==> src/common/pulse_ctrl_pkg.sv <==
/*
 Constants shared by the pulse counter control register bank: register
 addresses, value limits, values after reset, answer codes and timing.
 Assumes a 20 MHz core clock and 16-bit register words.
*/
`default_nettype none
package pulse_ctrl_pkg;
	// ********************************************************
	// Register addresses (16-bit word registers)
	// ********************************************************
	localparam logic [15:0] ADDR_RELAY_STATE = 16'h000E;
	localparam logic [15:0] ADDR_RELAY_TASK = 16'h000F;
	localparam logic [15:0] ADDR_MAIN_SEL = 16'h0012;
	localparam logic [15:0] ADDR_CYCLE_SEL = 16'h0013;
	localparam logic [15:0] ADDR_TOTAL_SEL = 16'h0014;
	localparam logic [15:0] ADDR_MAIN_AUTO = 16'h0015;
	localparam logic [15:0] ADDR_CYCLE_AUTO = 16'h0016;
	localparam logic [15:0] ADDR_RATE = 16'h0017;
	localparam logic [15:0] ADDR_PROFILE = 16'h0018;
	localparam logic [15:0] ADDR_GAIN_HI = 16'h0019;
	localparam logic [15:0] ADDR_GAIN_LO = 16'h001A;
	localparam logic [15:0] ADDR_DIV_HI = 16'h001B;
	localparam logic [15:0] ADDR_DIV_LO = 16'h001C;
	localparam logic [15:0] ADDR_PERMIT = 16'h0023;
	// ********************************************************
	// Highest accepted value of each setting
	// ********************************************************
	localparam logic [15:0] CLEAR_SEL_MAX = 16'h0003;
	localparam logic [15:0] AUTO_MAX = 16'h0001;
	localparam logic [15:0] RATE_MAX = 16'h0009;
	localparam logic [15:0] PROFILE_MAX = 16'h0003;
	localparam logic [15:0] PERMIT_MAX = 16'h0001;
	// ********************************************************
	// Values after reset
	// ********************************************************
	localparam logic [1:0] CLEAR_SEL_RST = 2'h0;
	localparam logic AUTO_RST = 1'b0;
	localparam logic [3:0] RATE_RST = 4'h0;
	localparam logic [1:0] PROFILE_RST = 2'h0;
	localparam logic PERMIT_RST = 1'b1;
	// ********************************************************
	// Clear source codes, answer codes, timing
	// ********************************************************
	typedef enum logic [1:0] {SRC_ANY, SRC_EXT_SERIAL, SRC_BUTTON_SERIAL, SRC_SERIAL_ONLY} clear_src_t;
	localparam logic [7:0] EXC_WRITE_DENIED = 8'h01;
	localparam logic [7:0] EXC_BAD_ADDR = 8'h02;
	localparam logic [7:0] EXC_BAD_VALUE = 8'h03;
	localparam int unsigned CLK_HZ = 20_000_000;
	localparam int unsigned RATE_SLOW_PERIOD_MS = 100;
	localparam int unsigned RATE_FAST_PERIOD_US = 100;
	localparam int unsigned RATE_SLOW_CYCLES = CLK_HZ / 1000 * RATE_SLOW_PERIOD_MS;
	localparam int unsigned RATE_FAST_CYCLES = CLK_HZ / 1_000_000 * RATE_FAST_PERIOD_US;
endpackage
`default_nettype wire

==> src/rtl/clear_gate.sv <==
/*
 Clear gate: passes clear requests for one counter according to its
 clear source code. Assumes one-cycle request pulses on core_clk.
*/
`timescale 1ns/10ps
`default_nettype none
module clear_gate import pulse_ctrl_pkg::*; (
	// Clock and reset
	input wire logic core_clk,
	input wire logic reset,
	// Selection and requests
	input wire logic [1:0] select,
	input wire logic serial_req,
	input wire logic ext_req,
	input wire logic button_req,
	input wire logic auto_req,
	// Result
	output logic clear_pulse
);
	logic local_ok;

	// Local sources allowed by the code; serial always passes
	always_comb begin
		case (clear_src_t'(select))
			SRC_ANY: local_ok = ext_req | button_req;
			SRC_EXT_SERIAL: local_ok = ext_req;
			SRC_BUTTON_SERIAL: local_ok = button_req;
			SRC_SERIAL_ONLY: local_ok = 1'b0;
			default: local_ok = 1'b0;
		endcase
	end

	// Registered so the top sees a clean one-cycle pulse
	always_ff @(posedge core_clk) begin
		if (reset) begin
			clear_pulse <= 1'b0;
		end else begin
			clear_pulse <= serial_req | local_ok | auto_req;
		end
	end
endmodule // clear_gate
`default_nettype wire

==> src/rtl/rate_limiter.sv <==
/*
 Input pulse rate limiter: an input rising edge is counted only when the
 least spacing for the selected rate code has passed since the last one.
 Assumes pulse_in is synchronous to core_clk.
*/
`timescale 1ns/10ps
`default_nettype none
module rate_limiter import pulse_ctrl_pkg::*; #(
	parameter int unsigned SLOW_CYCLES = RATE_SLOW_CYCLES,
	parameter int unsigned FAST_CYCLES = RATE_FAST_CYCLES
) (
	// Clock and reset
	input wire logic core_clk,
	input wire logic reset,
	// Setting and input
	input wire logic [3:0] code,
	input wire logic pulse_in,
	// Accepted pulse
	output logic count_pulse
);
	logic [31:0] acc;
	logic [31:0] limit;
	logic [31:0] step;
	logic pulse_d;
	logic ready;
	logic edge_ok;

	if (SLOW_CYCLES < 1 || FAST_CYCLES < 1) begin : g_bad_period
		$error("rate_limiter periods must be at least one cycle");
	end

	// Adding the code each cycle makes the slow period shrink as 1/code
	always_comb begin
		limit = (code == 4'h0) ? FAST_CYCLES : SLOW_CYCLES;
		step = (code == 4'h0) ? 32'h0000_0001 : {28'h000_0000, code};
	end
	assign ready = (acc >= limit);
	assign edge_ok = pulse_in & ~pulse_d & ready;

	// Input edge history
	always_ff @(posedge core_clk) begin
		if (reset) begin
			pulse_d <= 1'b0;
		end else begin
			pulse_d <= pulse_in;
		end
	end

	// Spacing accumulator; starts saturated so the first edge counts
	always_ff @(posedge core_clk) begin
		if (reset) begin
			acc <= 32'hFFFF_FFFF;
		end else if (edge_ok) begin
			acc <= 32'h0000_0000;
		end else if (!ready) begin
			acc <= acc + step;
		end
	end

	// Accepted pulse
	always_ff @(posedge core_clk) begin
		if (reset) begin
			count_pulse <= 1'b0;
		end else begin
			count_pulse <= edge_ok;
		end
	end
endmodule // rate_limiter
`default_nettype wire

==> src/rtl/pulse_counter_control_regs.sv <==
/*
 Control register bank of a pulse counter, reached through the decoded
 serial register port (one read or write request per cycle, answered on
 the next edge). Assumes the serial framing, counters and threshold
 comparison sit outside and present their results synchronously.
*/
// Functional notes
// Relay state register shows relays one to four in bits 0 to 3.
// A relay state write keeps only bits 0 to 3.
// Written relay bits drive the relay outputs directly.
// Read-only task word: bit set once that relay was activated.
// A timed relay already activated is not activated again.
// Main clear select: 0 any, 1 external, 2 button, 3 serial only.
// Cycle clear select uses the same four codes.
// Total clear select uses the same four codes.
// Serial clear always works; code 3 blocks button and external input.
// Main auto clear enable is one bit.
// Cycle auto clear enable is one bit.
// Rate code 0 allows 10 kHz, codes 1 to 9 allow 10 Hz times code.
// Profile code 0 to 3 picks the active factor set.
// Active gain factor is read-only, high and low words.
// Divider high word is read-only.
// Divider low word follows at the next address.
// Writes take effect only while write permission is 1.
// Out-of-range writes are refused and leave the setting unchanged.
`timescale 1ns/10ps
`default_nettype none
module pulse_counter_control_regs import pulse_ctrl_pkg::*; #(
	parameter int unsigned SLOW_CYCLES = RATE_SLOW_CYCLES
) (
	// Clock and reset
	input wire logic core_clk,
	input wire logic reset,
	// Register requests
	input wire logic reg_rd,
	input wire logic reg_wr,
	input wire logic [15:0] reg_addr,
	input wire logic [15:0] reg_wdata,
	// Register answers
	output logic [15:0] reg_rdata,
	output logic reg_ack,
	output logic reg_fault,
	output logic [7:0] reg_exc,
	// Relays
	input wire logic [3:0] threshold_hit,
	input wire logic [3:0] relay_timed,
	input wire logic [3:0] relay_expire,
	output logic [3:0] relay_out,
	output logic [3:0] relay_task,
	// Counter clear sources and results
	input wire logic [2:0] serial_clear,
	input wire logic external_clear_input,
	input wire logic front_button,
	input wire logic [1:0] auto_due,
	output logic clear_main,
	output logic clear_cycle,
	output logic clear_total,
	// Counting input
	input wire logic pulse_in,
	output logic count_pulse,
	// Stored factor sets
	input wire logic [3:0][31:0] profile_gain,
	input wire logic [3:0][31:0] profile_div,
	// Settings seen by the counting logic
	output logic main_auto_en,
	output logic cycle_auto_en,
	output logic [3:0] rate_code,
	output logic [1:0] active_factor_set,
	output logic serial_write_permit
);
	// ********************************************************
	// Declarations
	// ********************************************************
	logic [1:0] main_sel;
	logic [1:0] cycle_sel;
	logic [1:0] total_sel;
	logic ext_d;
	logic btn_d;
	logic ext_pulse;
	logic btn_pulse;
	logic [3:0] fire;
	logic [15:0] next_rdata;
	logic addr_known;
	logic writable;
	logic val_ok;
	logic wr_ok;
	logic wr_relay;
	logic [31:0] gain_sel;
	logic [31:0] div_sel;

	// ********************************************************
	// Request decode
	// ********************************************************
	// Active factor set picks which stored gain and divider are shown
	assign gain_sel = profile_gain[active_factor_set];
	assign div_sel = profile_div[active_factor_set];

	// Read data, write permission per address and range check
	always_comb begin
		next_rdata = 16'h0000;
		addr_known = 1'b1;
		writable = 1'b1;
		val_ok = 1'b1;
		case (reg_addr)
			ADDR_RELAY_STATE: next_rdata = {12'h000, relay_out};
			ADDR_RELAY_TASK: begin
				next_rdata = {12'h000, relay_task};
				writable = 1'b0;
			end
			ADDR_MAIN_SEL: begin
				next_rdata = {14'h0000, main_sel};
				val_ok = (reg_wdata <= CLEAR_SEL_MAX);
			end
			ADDR_CYCLE_SEL: begin
				next_rdata = {14'h0000, cycle_sel};
				val_ok = (reg_wdata <= CLEAR_SEL_MAX);
			end
			ADDR_TOTAL_SEL: begin
				next_rdata = {14'h0000, total_sel};
				val_ok = (reg_wdata <= CLEAR_SEL_MAX);
			end
			ADDR_MAIN_AUTO: begin
				next_rdata = {15'h0000, main_auto_en};
				val_ok = (reg_wdata <= AUTO_MAX);
			end
			ADDR_CYCLE_AUTO: begin
				next_rdata = {15'h0000, cycle_auto_en};
				val_ok = (reg_wdata <= AUTO_MAX);
			end
			ADDR_RATE: begin
				next_rdata = {12'h000, rate_code};
				val_ok = (reg_wdata <= RATE_MAX);
			end
			ADDR_PROFILE: begin
				next_rdata = {14'h0000, active_factor_set};
				val_ok = (reg_wdata <= PROFILE_MAX);
			end
			ADDR_GAIN_HI: begin
				next_rdata = gain_sel[31:16];
				writable = 1'b0;
			end
			ADDR_GAIN_LO: begin
				next_rdata = gain_sel[15:0];
				writable = 1'b0;
			end
			ADDR_DIV_HI: begin
				next_rdata = div_sel[31:16];
				writable = 1'b0;
			end
			ADDR_DIV_LO: begin
				next_rdata = div_sel[15:0];
				writable = 1'b0;
			end
			ADDR_PERMIT: begin
				next_rdata = {15'h0000, serial_write_permit};
				val_ok = (reg_wdata <= PERMIT_MAX);
			end
			default: addr_known = 1'b0;
		endcase
	end

	// A read in the same cycle as a write wins; the write is dropped
	assign wr_ok = reg_wr & ~reg_rd & addr_known & writable & serial_write_permit & val_ok;
	assign wr_relay = wr_ok & (reg_addr == ADDR_RELAY_STATE);

	// ********************************************************
	// Answers
	// ********************************************************
	// One answer per request on the next edge; code and data hold after it
	always_ff @(posedge core_clk) begin
		if (reset) begin
			reg_ack <= 1'b0;
			reg_fault <= 1'b0;
			reg_exc <= 8'h00;
			reg_rdata <= 16'h0000;
		end else begin
			reg_ack <= 1'b0;
			reg_fault <= 1'b0;
			if (reg_rd) begin
				if (addr_known) begin
					reg_ack <= 1'b1;
					reg_rdata <= next_rdata;
				end else begin
					reg_fault <= 1'b1;
					reg_exc <= EXC_BAD_ADDR;
				end
			end else if (reg_wr) begin
				if (!addr_known || !writable) begin
					reg_fault <= 1'b1;
					reg_exc <= EXC_BAD_ADDR;
				end else if (!serial_write_permit) begin
					reg_fault <= 1'b1;
					reg_exc <= EXC_WRITE_DENIED;
				end else if (!val_ok) begin
					reg_fault <= 1'b1;
					reg_exc <= EXC_BAD_VALUE;
				end else begin
					reg_ack <= 1'b1;
				end
			end
		end
	end

	// ********************************************************
	// Stored settings
	// ********************************************************
	// Clear source selections
	always_ff @(posedge core_clk) begin
		if (reset) begin
			main_sel <= CLEAR_SEL_RST;
			cycle_sel <= CLEAR_SEL_RST;
			total_sel <= CLEAR_SEL_RST;
		end else if (wr_ok) begin
			if (reg_addr == ADDR_MAIN_SEL) main_sel <= reg_wdata[1:0];
			if (reg_addr == ADDR_CYCLE_SEL) cycle_sel <= reg_wdata[1:0];
			if (reg_addr == ADDR_TOTAL_SEL) total_sel <= reg_wdata[1:0];
		end
	end

	// Auto clear enables, one bit each
	always_ff @(posedge core_clk) begin
		if (reset) begin
			main_auto_en <= AUTO_RST;
			cycle_auto_en <= AUTO_RST;
		end else if (wr_ok) begin
			if (reg_addr == ADDR_MAIN_AUTO) main_auto_en <= reg_wdata[0];
			if (reg_addr == ADDR_CYCLE_AUTO) cycle_auto_en <= reg_wdata[0];
		end
	end

	// Rate code, factor set and write permission
	always_ff @(posedge core_clk) begin
		if (reset) begin
			rate_code <= RATE_RST;
			active_factor_set <= PROFILE_RST;
			serial_write_permit <= PERMIT_RST;
		end else if (wr_ok) begin
			if (reg_addr == ADDR_RATE) rate_code <= reg_wdata[3:0];
			if (reg_addr == ADDR_PROFILE) active_factor_set <= reg_wdata[1:0];
			// Once cleared, only a reset restores permission
			if (reg_addr == ADDR_PERMIT) serial_write_permit <= reg_wdata[0];
		end
	end

	// ********************************************************
	// Relays
	// ********************************************************
	// Timed relays may fire only while their task bit is still clear
	assign fire = threshold_hit & ~(relay_timed & relay_task);

	// Relay drive; a serial write overrides the automatic behaviour
	always_ff @(posedge core_clk) begin
		if (reset) begin
			relay_out <= 4'h0;
		end else if (wr_relay) begin
			relay_out <= reg_wdata[3:0];
		end else begin
			relay_out <= (relay_out | fire) & ~relay_expire;
		end
	end

	// Task bit stays set until the count falls below the threshold
	always_ff @(posedge core_clk) begin
		if (reset) begin
			relay_task <= 4'h0;
		end else begin
			relay_task <= threshold_hit & (relay_task | fire);
		end
	end

	// ********************************************************
	// Counter clears and input rate
	// ********************************************************
	// Edge history of the local clear sources
	always_ff @(posedge core_clk) begin
		if (reset) begin
			ext_d <= 1'b0;
			btn_d <= 1'b0;
		end else begin
			ext_d <= external_clear_input;
			btn_d <= front_button;
		end
	end
	assign ext_pulse = external_clear_input & ~ext_d;
	assign btn_pulse = front_button & ~btn_d;

	clear_gate u_main_gate (
		.core_clk(core_clk), .reset(reset), .select(main_sel),
		.serial_req(serial_clear[0]), .ext_req(ext_pulse), .button_req(btn_pulse),
		.auto_req(auto_due[0] & main_auto_en), .clear_pulse(clear_main)
	);
	clear_gate u_cycle_gate (
		.core_clk(core_clk), .reset(reset), .select(cycle_sel),
		.serial_req(serial_clear[1]), .ext_req(ext_pulse), .button_req(btn_pulse),
		.auto_req(auto_due[1] & cycle_auto_en), .clear_pulse(clear_cycle)
	);
	clear_gate u_total_gate (
		.core_clk(core_clk), .reset(reset), .select(total_sel),
		.serial_req(serial_clear[2]), .ext_req(ext_pulse), .button_req(btn_pulse),
		.auto_req(1'b0), .clear_pulse(clear_total)
	);
	rate_limiter #(.SLOW_CYCLES(SLOW_CYCLES), .FAST_CYCLES(RATE_FAST_CYCLES)) u_rate (
		.core_clk(core_clk), .reset(reset), .code(rate_code),
		.pulse_in(pulse_in), .count_pulse(count_pulse)
	);

	// ********************************************************
	// Assertions
	// ********************************************************
	property p_relay_read;
		@(posedge core_clk) disable iff (reset)
		(reg_rd && reg_addr == ADDR_RELAY_STATE) |=> (reg_ack && reg_rdata == {12'h000, $past(relay_out)});
	endproperty
	a_relay_read: assert property (p_relay_read)
		else $error("relay state read mismatch");

	property p_relay_write;
		@(posedge core_clk) disable iff (reset)
		(wr_relay) |=> (relay_out == $past(reg_wdata[3:0]) && reg_ack);
	endproperty
	a_relay_write: assert property (p_relay_write)
		else $error("relay write not applied");

	property p_task_follows_hit;
		@(posedge core_clk) disable iff (reset)
		(relay_task != 4'h0) |-> ((relay_task & ~$past(threshold_hit)) == 4'h0);
	endproperty
	a_task_follows_hit: assert property (p_task_follows_hit)
		else $error("task bit set without threshold");

	property p_timed_no_refire;
		@(posedge core_clk) disable iff (reset)
		(relay_timed[0] && relay_task[0] && !relay_out[0] && !wr_relay) |=> !relay_out[0];
	endproperty
	a_timed_no_refire: assert property (p_timed_no_refire)
		else $error("timed relay fired twice");

	property p_serial_only_blocks;
		@(posedge core_clk) disable iff (reset)
		(main_sel == 2'h3 && !serial_clear[0] && !(auto_due[0] && main_auto_en)) |=> !clear_main;
	endproperty
	a_serial_only_blocks: assert property (p_serial_only_blocks)
		else $error("local source cleared main counter");

	property p_serial_clears;
		@(posedge core_clk) disable iff (reset)
		serial_clear[2] |=> clear_total;
	endproperty
	a_serial_clears: assert property (p_serial_clears)
		else $error("serial clear lost");

	property p_ext_clears_cycle;
		@(posedge core_clk) disable iff (reset)
		(cycle_sel == 2'h1 && ext_pulse) ##1 (cycle_sel == 2'h1) |-> clear_cycle;
	endproperty
	a_ext_clears_cycle: assert property (p_ext_clears_cycle)
		else $error("external input did not clear cycle counter");

	property p_button_blocked_ext;
		@(posedge core_clk) disable iff (reset)
		(main_sel == 2'h1 && btn_pulse && !ext_pulse && !serial_clear[0] && !auto_due[0]) |=> !clear_main;
	endproperty
	a_button_blocked_ext: assert property (p_button_blocked_ext)
		else $error("button cleared with external-only select");

	property p_auto_clear;
		@(posedge core_clk) disable iff (reset)
		(auto_due[1] && cycle_auto_en) |=> clear_cycle;
	endproperty
	a_auto_clear: assert property (p_auto_clear)
		else $error("auto clear of cycle counter missed");

	property p_rate_spacing;
		@(posedge core_clk) disable iff (reset)
		count_pulse |=> !count_pulse [*8];
	endproperty
	a_rate_spacing: assert property (p_rate_spacing)
		else $error("count pulses too close");

	property p_range_refused;
		@(posedge core_clk) disable iff (reset)
		(reg_wr && !reg_rd && serial_write_permit && reg_addr == ADDR_RATE
			&& reg_wdata > RATE_MAX)
			|=> (reg_fault && reg_exc == EXC_BAD_VALUE && $stable(rate_code));
	endproperty
	a_range_refused: assert property (p_range_refused)
		else $error("out-of-range rate code accepted");

	property p_write_denied;
		@(posedge core_clk) disable iff (reset)
		(reg_wr && !reg_rd && !serial_write_permit) |=> (reg_fault && !reg_ack && $stable(rate_code));
	endproperty
	a_write_denied: assert property (p_write_denied)
		else $error("write taken without permission");

	property p_div_read;
		@(posedge core_clk) disable iff (reset)
		(reg_rd && reg_addr == ADDR_DIV_LO) |=> (reg_rdata == $past(div_sel[15:0]));
	endproperty
	a_div_read: assert property (p_div_read)
		else $error("divider low word wrong");

	property p_gain_ro;
		@(posedge core_clk) disable iff (reset)
		(reg_wr && !reg_rd && reg_addr == ADDR_GAIN_HI) |=> (reg_fault && reg_exc == EXC_BAD_ADDR);
	endproperty
	a_gain_ro: assert property (p_gain_ro)
		else $error("gain word accepted a write");
endmodule // pulse_counter_control_regs
`default_nettype wire

==> config.mk <==
export PLATFORM = sky130hd
export DESIGN_NAME = pulse_counter_control_regs
export DESIGN_NICKNAME = d
export VERILOG_FILES = /design/src/common/pulse_ctrl_pkg.sv /design/src/rtl/clear_gate.sv /design/src/rtl/rate_limiter.sv /design/src/rtl/pulse_counter_control_regs.sv
export SDC_FILE = /design/constraint.sdc
export NUM_CORES = 1
export LEC_CHECK = 0
export ABC_AREA = 1
export BUFFER_PORTS_ARGS = -buffer_cell sky130_fd_sc_hd__buf_2
export CAP_MARGIN = 5
export CORE_AREA = 5 5 137 139
export DETAILED_ROUTE_END_ITERATION = 6
export DIE_AREA = 0 0 142 144
export GPL_TIMING_DRIVEN = 0
export PLACE_DENSITY = 0.75
export SYNTH_ARGS = -nofsm -noshare
export SYNTH_HDL_FRONTEND = slang
export SYNTH_SLANG_ARGS = --single-unit
==> constraint.sdc <==
create_clock -name core_clk -period 4.2 [get_ports core_clk]
set_input_delay 0.63 -clock core_clk [delete_from_list [all_inputs] [get_ports core_clk]]
set_output_delay 0.63 -clock core_clk [all_outputs]
set_load 0.005 [all_outputs]
==> results of run 1 <==
through the flow:
stage,cell area (um^2),instances,worst slack (ns)
floorplan,7000,1188,1.37
global placement,9030,1767,0.305
detailed placement,9040,1768,0.891
CTS,9330,1784,0.826
global route,9340,1791,0.560
finish,9350,1793,0.810
registers in the layout (all words and copies together) (netlist names), 2 cells and up:
register           count
u_rate.acc            32
reg_rdata             16
rate_code              4
relay_out              4
relay_task             4
active_factor_set      2
cycle_sel              2
main_sel               2
reg_exc                2
total_sel              2
cell type report:
class / count / area (um^2)
buffer: 75 / 334
fill: 1888 / 8190
sequential: 82 / 1640
inverter: 95 / 357
multi-input combinational: 936 / 4660
clock inverter: 6 / 47.5
antenna: 9 / 22.5
tap: 229 / 287
clock buffer: 10 / 239
timing repair buffer: 351 / 1760
path summary, 6_finish.rpt:
path / from / to / cells past startpoint
max: rate_code[3] / u_rate.acc[18] / 15
min: u_rate.acc[30] / u_rate.acc[30] / 2
max reg2reg: rate_code[3] / u_rate.acc[18] / 15
min reg2reg: u_rate.acc[30] / u_rate.acc[30] / 2
kinds of logic (layout without fill, tap and decap cells):
logic type	Yosys count	count (layout)
AO/OA/AOI/OAI	279	279
XOR/XNOR	11	11
adder cells (fa/ha/maj)	14	14
buffers and inverters	170	537
flip-flops	82	82
other	1	15
AND/OR/NAND/NOR	626	626
cell usage in the layout (no fill, tap or decap), drive strengths merged:
master,synthesis,final
a31oi,2,2
o221ai,7,7
clkinv,1,1
nand3b,12,12
inv,94,96
buf,21,372
nor4,11,11
a221oi,5,5
diode,0,9
o21a,3,3
a22o,1,1
conb,1,6
ha,13,13
o211ai,5,5
a21oi,40,40
nor3b,1,1
nor3,12,12
clkinvlp,0,4
nand3,74,74
clkbuf,54,64
nand2,192,192
dfxtp,82,82
nand4,30,30
xor2,4,4
o22ai,52,52
o21ai,146,146
or2,1,1
a211oi,12,12
fa,1,1
xnor2,7,7
nor2,293,293
o21bai,4,4
o22a,2,2
metal layers:
metal / track usage [%] / vias to the layer above / wire length [um]
li1: - / 4726 / -
met1: 42.6 / 4471 / 13800
met2: 54.3 / 588 / 16100
met3: 4.60 / 72 / 3240
met4: 10.5 / 2 / 1060
met5: 0 / - / 13
where the power goes:
part | internal, uW | leakage [uW] | switching (uW)
clock network | 421 | 0.000128 | 346
registers | 812 | 0.000675 | 34.3
logic | 198 | 0.00407 | 229
total | 1430 | 0.00487 | 609
worst min-delay path: cells and delay by family, from the launching register on:
kind          cells  cell delay [ns]
flops             1             0.31
simple gates      2             0.10
==> metrics.md, run 1 <==
| Metric | Value |
|---|---|
| Critical Path RT | `4.48 ns` |
| Initial Util | `39.8%` |
| Layout area overhead | `34.0%` |
| Min Hold Slack | `0.450 ns` |
| Rows | `49` |
| Path type of the worst setup path | `reg -> reg` |
| Peak VDD IR | `0.258 mV` |
| Root Buffer | `clkbuf_16` |
| Cell with the most instances after synthesis | `nor2_1` |
| Most frequent CP cell | `nand2_1` |
| Launching element type of the critical path | `register` |
| Starting DRT DRC Count | `830` |
| CTS tree | `done` |
| Clk buf depth | `2` |
| GR Util All Layers | `32.3%` |
| Slew Limit Fails | `0` |
| Slowest CP cell | `nor4_1` |
| Mapped Avg Cell Area | `5.90 um^2` |
| Initial antenna violation count | `10` |
| Net count, final | `1876` |
| Max Cap Violations | `0` |
| Final min period | `3.39 ns` |
| Leading register cell type out of synthesis | `dfxtp_1` |
| Largest family of logic cells by synthesized area | `simple AND/OR/NAND/NOR gates` |
| Ranking of synthesized cells by area | `dfxtp_1, nor2_1, o21ai_0` |
| WP buf/inv | `4` |
| Fmax | `0.295 GHz` |
| Gr ovfl total | `0` |
| Post-CTS setup buffer count | `0` |
| Num CTS Buffers | `9` |
| First-pass GRT wire length | `51.4 mm` |
| Post-route core utilization | `53.3%` |
| Total wire length | `34.2 mm` |
| Most frequent cells after synthesis | `nor2_1, nand2_1, o21ai_0` |
| Cell variety after synth | `47` |
| Power, Total | `2040 uW` |
| Crit. End Element | `register` |
| WP data arrival | `3.67 ns` |
| Post-Synth XOR/XNOR Area | `1.38%` |
| Vias in the first global route | `9180` |
| Die Wd | `142 um` |
| Post-route ant nets | `0` |
| Post-Synth Simple-Gate Area | `39.8%` |
| HPWL after DPL | `28.8 mm` |
| Core ar. | `17500 um^2` |
| Vert. Die Dim | `144 um` |
| Post-route DRC violation count | `0` |
| Post-synth EDFFs | `0` |
| Final setup fails | `0` |
| Final worst-path cycle share | `80.7%` |
| CTS Sinks | `82` |
| Wirelength per Cell | `19.1 um` |
| CTS clk-pin slew, worst paths | `0.07 ns` |
| Clock Skews | `0.00959 ns` |
| RSZ-0062 raised after global routing | `false` |
| Post-cts resize count | `0` |
| CTS H-Tree Depth | `3` |
| Fin. Hold Viols | `0` |
| Async SR Flop Fraction | `0%` |
| Pin count of the biggest net entering global routing | `16` |
| Pwr dens | `218 nW/um^2` |
| Drt pass-1 iters | `6` |
| Skew-Pair Late Insertion Delay | `0.34 ns` |
| Post-Route Setup TNS | `0 ns` |
| HP Class | `reg -> reg` |
| PortBufs | `350` |
| Final RePlAce weighted congestion | `0.985` |
| # IOs | `359` |
| Vias | `9859` |
| Status | `finished, final reports clean` |
| Hold Buf Count CTS | `0` |
| Compound-Gate Fraction of Synth Area | `22.7%` |
| Largest delay contributor family on the critical path | `simple AND/OR/NAND/NOR gates` |
| Mux cell area share after synthesis | `0%` |
| #FFs+latches synth | `82` |
| Relative slew slack | `40.7%` |
| Area of the die | `20400 um^2` |
| Crit path max fanout | `10` |
| Max incr delay on CP | `0.62 ns` |
| Synth Area in Adders | `2.62%` |
| Pleak | `0.00487 uW` |
| Layout cells sized above 1 | `27.5%` |
| Syn Inst Count | `1183` |
| Post-synthesis instance area | `6980 um^2` |
| DR vias/cell | `5.50` |
| Slew @ Worst Pin | `0.885 ns` |
| Yosys top cell area share | `23.5%` |
| CP Cell Sequence | `nor4_1, buf_2, inv_1, ha_1, nand4_1, nor2_1, o21ai_0, o211ai_1, nand2_1, nand3_1, nand2_1, inv_2, buf_2, nand2_1, nand3_1` |
| Register area share after synthesis | `23.5%` |
| Yosys warns | `0` |
| R2r setup slk | `0.81 ns` |
| Yosys top cell by area | `dfxtp_1` |
No activity file was read; power rests on OpenSTA's default activity.
==> run 2: changes to the inputs <==
ABC_AREA = 0   (was 1)
CORE_AREA = 5 5 138 140   (was 5 5 137 139)
DIE_AREA = 0 0 143 145   (was 0 0 142 144)
PLACE_DENSITY = 0.7   (was 0.75)
clock period = 3.35 ns   (was 4.2 ns; I/O delays follow)
==> run 2 against run 1 <==
Effect of this change: die area grew 1.4%; first-iteration DRC count down 23%; register-to-register slack got worse by 0.63 ns; sequential cell count did not move; setup slack got worse by 0.63 ns; critical endpoint is now u_rate.acc[13]; hold slack lost 0.061 ns; clock skew decreased by 0.0031 ns; critical path depth fell by 5; critical path type unchanged; via count shrank 29%.
==> metrics.md, run 2 <==
| Metric | Value |
|---|---|
| CTS H-Tree Depth | `3 (unchanged)` |
| Max incr delay on CP | `0.42 ns (-0.20 ns)` |
| Yosys top cell area share | `26.7% (+3.1 points)` |
| Async SR Flop Fraction | `0% (unchanged)` |
| WL met2 | `14.5 mm (-9.8%)` |
| Relative slew slack | `39.2% (-1.5 points)` |
| Layout area overhead | `39.2%` |
| Core ar. | `17700 um^2 (+1.0%)` |
| Pin count of the biggest net entering global routing | `14 (-2)` |
| Cell with the most instances after synthesis | `dfxtp_1` |
| Initial antenna violation count | `6 (-4)` |
| # IOs | `359 (unchanged)` |
| Slowest CP cell | `dfxtp_1` |
| Fmax | `0.316 GHz (+7.0%)` |
| Cell variety after synth | `73 (+55%)` |
| Uppermost layer routed | `met4` |
| CTS Sinks | `82 (unchanged)` |
| R2r setup slk | `0.18 ns (-0.63 ns)` |
| Pwr dens | `285 nW/um^2 (+31%)` |
| Gr ovfl total | `0 (unchanged)` |
| Hold Buf Count CTS | `0 (unchanged)` |
| WP data arrival | `3.39 ns (-0.28 ns)` |
| Vias in the first global route | `7126 (-22%)` |
| Yosys warns | `0 (unchanged)` |
| Fin. Hold Viols | `0 (unchanged)` |
| Yosys top cell by area | `dfxtp_1` |
| Num CTS Buffers | `9 (unchanged)` |
| Final min period | `3.17 ns (-0.223 ns)` |
| Hold Path Sink | `btn_d` |
| Post-synth EDFFs | `0 (unchanged)` |
| Min Hold Slack | `0.389 ns (-0.0612 ns)` |
| Total wire length | `28.2 mm (-17%)` |
| R2r worst-path depth | `10 (-5)` |
| Largest regs | `u_rate.acc x32, reg_rdata x16` |
| Final instance area | `8560 um^2 (-8.4%)` |
| Slew @ Worst Pin | `0.912 ns (+0.0269 ns)` |
| Final RePlAce weighted congestion | `0.969 (-1.6%)` |
| HPWL after DPL | `23.6 mm (-18%)` |
| Pleak | `0.00367 uW (-25%)` |
| Peak VDD IR | `0.265 mV (+2.9%)` |
| Max Cap Violations | `0 (unchanged)` |
| Slew Limit Fails | `0 (unchanged)` |
| Crit Reg-Reg Endpoint | `u_rate.acc[13]` |
| Critical Path RT | `3.58 ns (-0.90 ns)` |
| Met3 routed WL | `1.99 mm (-38%)` |
| Area of the die | `20700 um^2 (+1.4%)` |
| Register area share after synthesis | `26.7% (+3.1 points)` |
| #FFs+latches synth | `82 (unchanged)` |
| Reg with most FFs | `u_rate.acc` |
| Starting DRT DRC Count | `641 (-23%)` |
| Status | `finished, final reports clean` |
| Mapped Avg Cell Area | `9.99 um^2 (+69%)` |
| CP Cell Sequence | `nor4_4, buf_2, inv_1, ha_1, a21oi_1, o21ai_0, a311oi_2, o211ai_1, o311a_1, or3_1` |
| Leading register cell type out of synthesis | `dfxtp_1` |
| Final worst-path cycle share | `94.5% (+14 points)` |
| Launching element type of the critical path | `register` |
| Initial Util | `34.7% (-5.1 points)` |
| Skew-Pair Late Insertion Delay | `0.35 ns (about the same)` |
| Vias | `7008 (-29%)` |
| Clock Skews | `0.00654 ns (-0.00305 ns)` |
| PortBufs | `350 (unchanged)` |
| Layout cells sized above 1 | `48.8% (+21 points)` |
| Vert. Die Dim | `145 um (+0.69%)` |
| GR Util All Layers | `26.1% (-6.2 points)` |
| Max reg flops | `32 (unchanged)` |
| Most frequent cells in the layout | `buf_2, dfxtp_1, mux4_2` |
| Clk buf depth | `2 (unchanged)` |
| Drt pass-1 iters | `6 (unchanged)` |
| Crit. End Element | `register` |
| CTS clk-pin slew, worst paths | `0.06 ns (about the same)` |
| Rows | `49 (unchanged)` |
| CTS tree | `done` |
| Net count, final | `1313 (-30%)` |
| Final setup fails | `0 (unchanged)` |
| Hold Path Origin | `front_button` |
| Post-route DRC violation count | `0 (unchanged)` |
| Root Buffer | `clkbuf_16` |
| Launch point of the worst reg-to-reg path | `rate_code[3]` |
| Dpl cell area | `8220 um^2 (-9.1%)` |
| HP Class | `in -> reg` |
| Metal-1 WL | `11.0 mm (-21%)` |
| Die Wd | `143 um (+0.70%)` |
| First-pass GRT wire length | `41.4 mm (-19%)` |
| Post-synthesis instance area | `6150 um^2 (-12%)` |
| DR vias/cell | `5.71 (+3.9%)` |
| Post-route ant nets | `0 (unchanged)` |
| Syn Inst Count | `616 (-48%)` |
| Hold depth | `2 (unchanged)` |
| Most frequent cells after synthesis | `dfxtp_1, mux4_2, nand2_1` |
| Crit path max fanout | `6 (-4)` |
| Most common cell after layout, fill and taps aside | `buf_2` |
| Path type of the worst setup path | `reg -> reg` |
| Ranking of synthesized cells by area | `dfxtp_1, mux4_2, nand2_1` |
| Wirelength per Cell | `23.0 um (+21%)` |
==> run 2: cell types whose count changed after synthesis, sizes merged, moves of 57 or more <==
cell   change
nand2    -136
nor2     -250
mux4      +63
o21ai    -135
nand3     -57
inv       -84
==> run 2: final cells by class <==
type	count	area [um^2]
repair buffers	355	1790
clock buffers	11	233
clock inverters	5	31.3
multi-input cells	470	4250
plain buffers	59	288
well taps	229	287
diodes	6	15.0
inverters	10	37.5
fillers	1747	9150
flip-flops and latches	82	1640
==> run 2: per-layer routing <==
layer	global-route usage, %	vias up
li1	-	3228
met5	0	-
met2	44.2	326
met3	4.41	51
met4	9.55	0
met1	33.1	3403
==> run 2: metrics by stage <==
step | total power, uW | setup WS, ns | utilization, % | instances | setup TNS (ns)
2_1_floorplan | 1280 | 0.0542 | - | 621 | 0
3_3_place_gp | 1530 | -0.987 | 46.3 | 1200 | -24.79
3_5_place_dp | 1540 | -0.468 | 46.4 | 1201 | -8.51
4_1_cts | 2450 | 0.00761 | 48.0 | 1220 | 0
5_1_grt | 2550 | -0.0283 | 48.3 | 1226 | -0.0645
6_report | 2440 | 0.183 | 48.3 | 1227 | 0
==> run 2: cells by family after synthesis <==
logic type,Yosys count,synth area share (%)
AO/OA/AOI/OAI,147,18.8
XOR/XNOR,3,0.427
adder cells (fa/ha/maj),14,2.97
buffers and inverters,69,5.16
flip-flops,82,26.7
multiplexers,85,26.7
other,1,0.0609
AND/OR/NAND/NOR,215,19.2
==> run 2: worst max-delay path by stage <==
stage                  from              to  slack (ns)  cells after the start
6_report       rate_code[3]  u_rate.acc[13]        0.18                     10
5_1_grt        rate_code[3]  u_rate.acc[18]       -0.03                     12
4_1_cts        rate_code[3]  u_rate.acc[19]       0.008                     11
3_3_place_gp   rate_code[3]  u_rate.acc[16]       -0.99                     11
3_5_place_dp   rate_code[3]  u_rate.acc[16]       -0.47                     12
2_1_floorplan  rate_code[3]  u_rate.acc[13]        0.05                      9
==> run 2: repair_timing <==
item / in CTS / in global routing
buffers inserted: 3 / 1
setup endpoints to repair: 29 / 27
pin swaps: 1 / 1
gates resized for setup: 3 / 9
==> run 2: critical path: cells and delay by family (launching register included) <==
| family | cells | cell delay, ns |
|---|---|---|
| AOI/OAI and AO/OA | 5 | 1.29 |
| adders and majority gates | 1 | 0.30 |
| buffers and inverters | 2 | 0.34 |
| DFF | 1 | 0.42 |
| and+or+nand+nor | 2 | 0.70 |
==> run 2: where the power goes <==
group | internal (uW) | switching, uW
sequential | 1020 | 38.3
combinational | 263 | 214
clock | 500 | 410
total | 1780 | 662
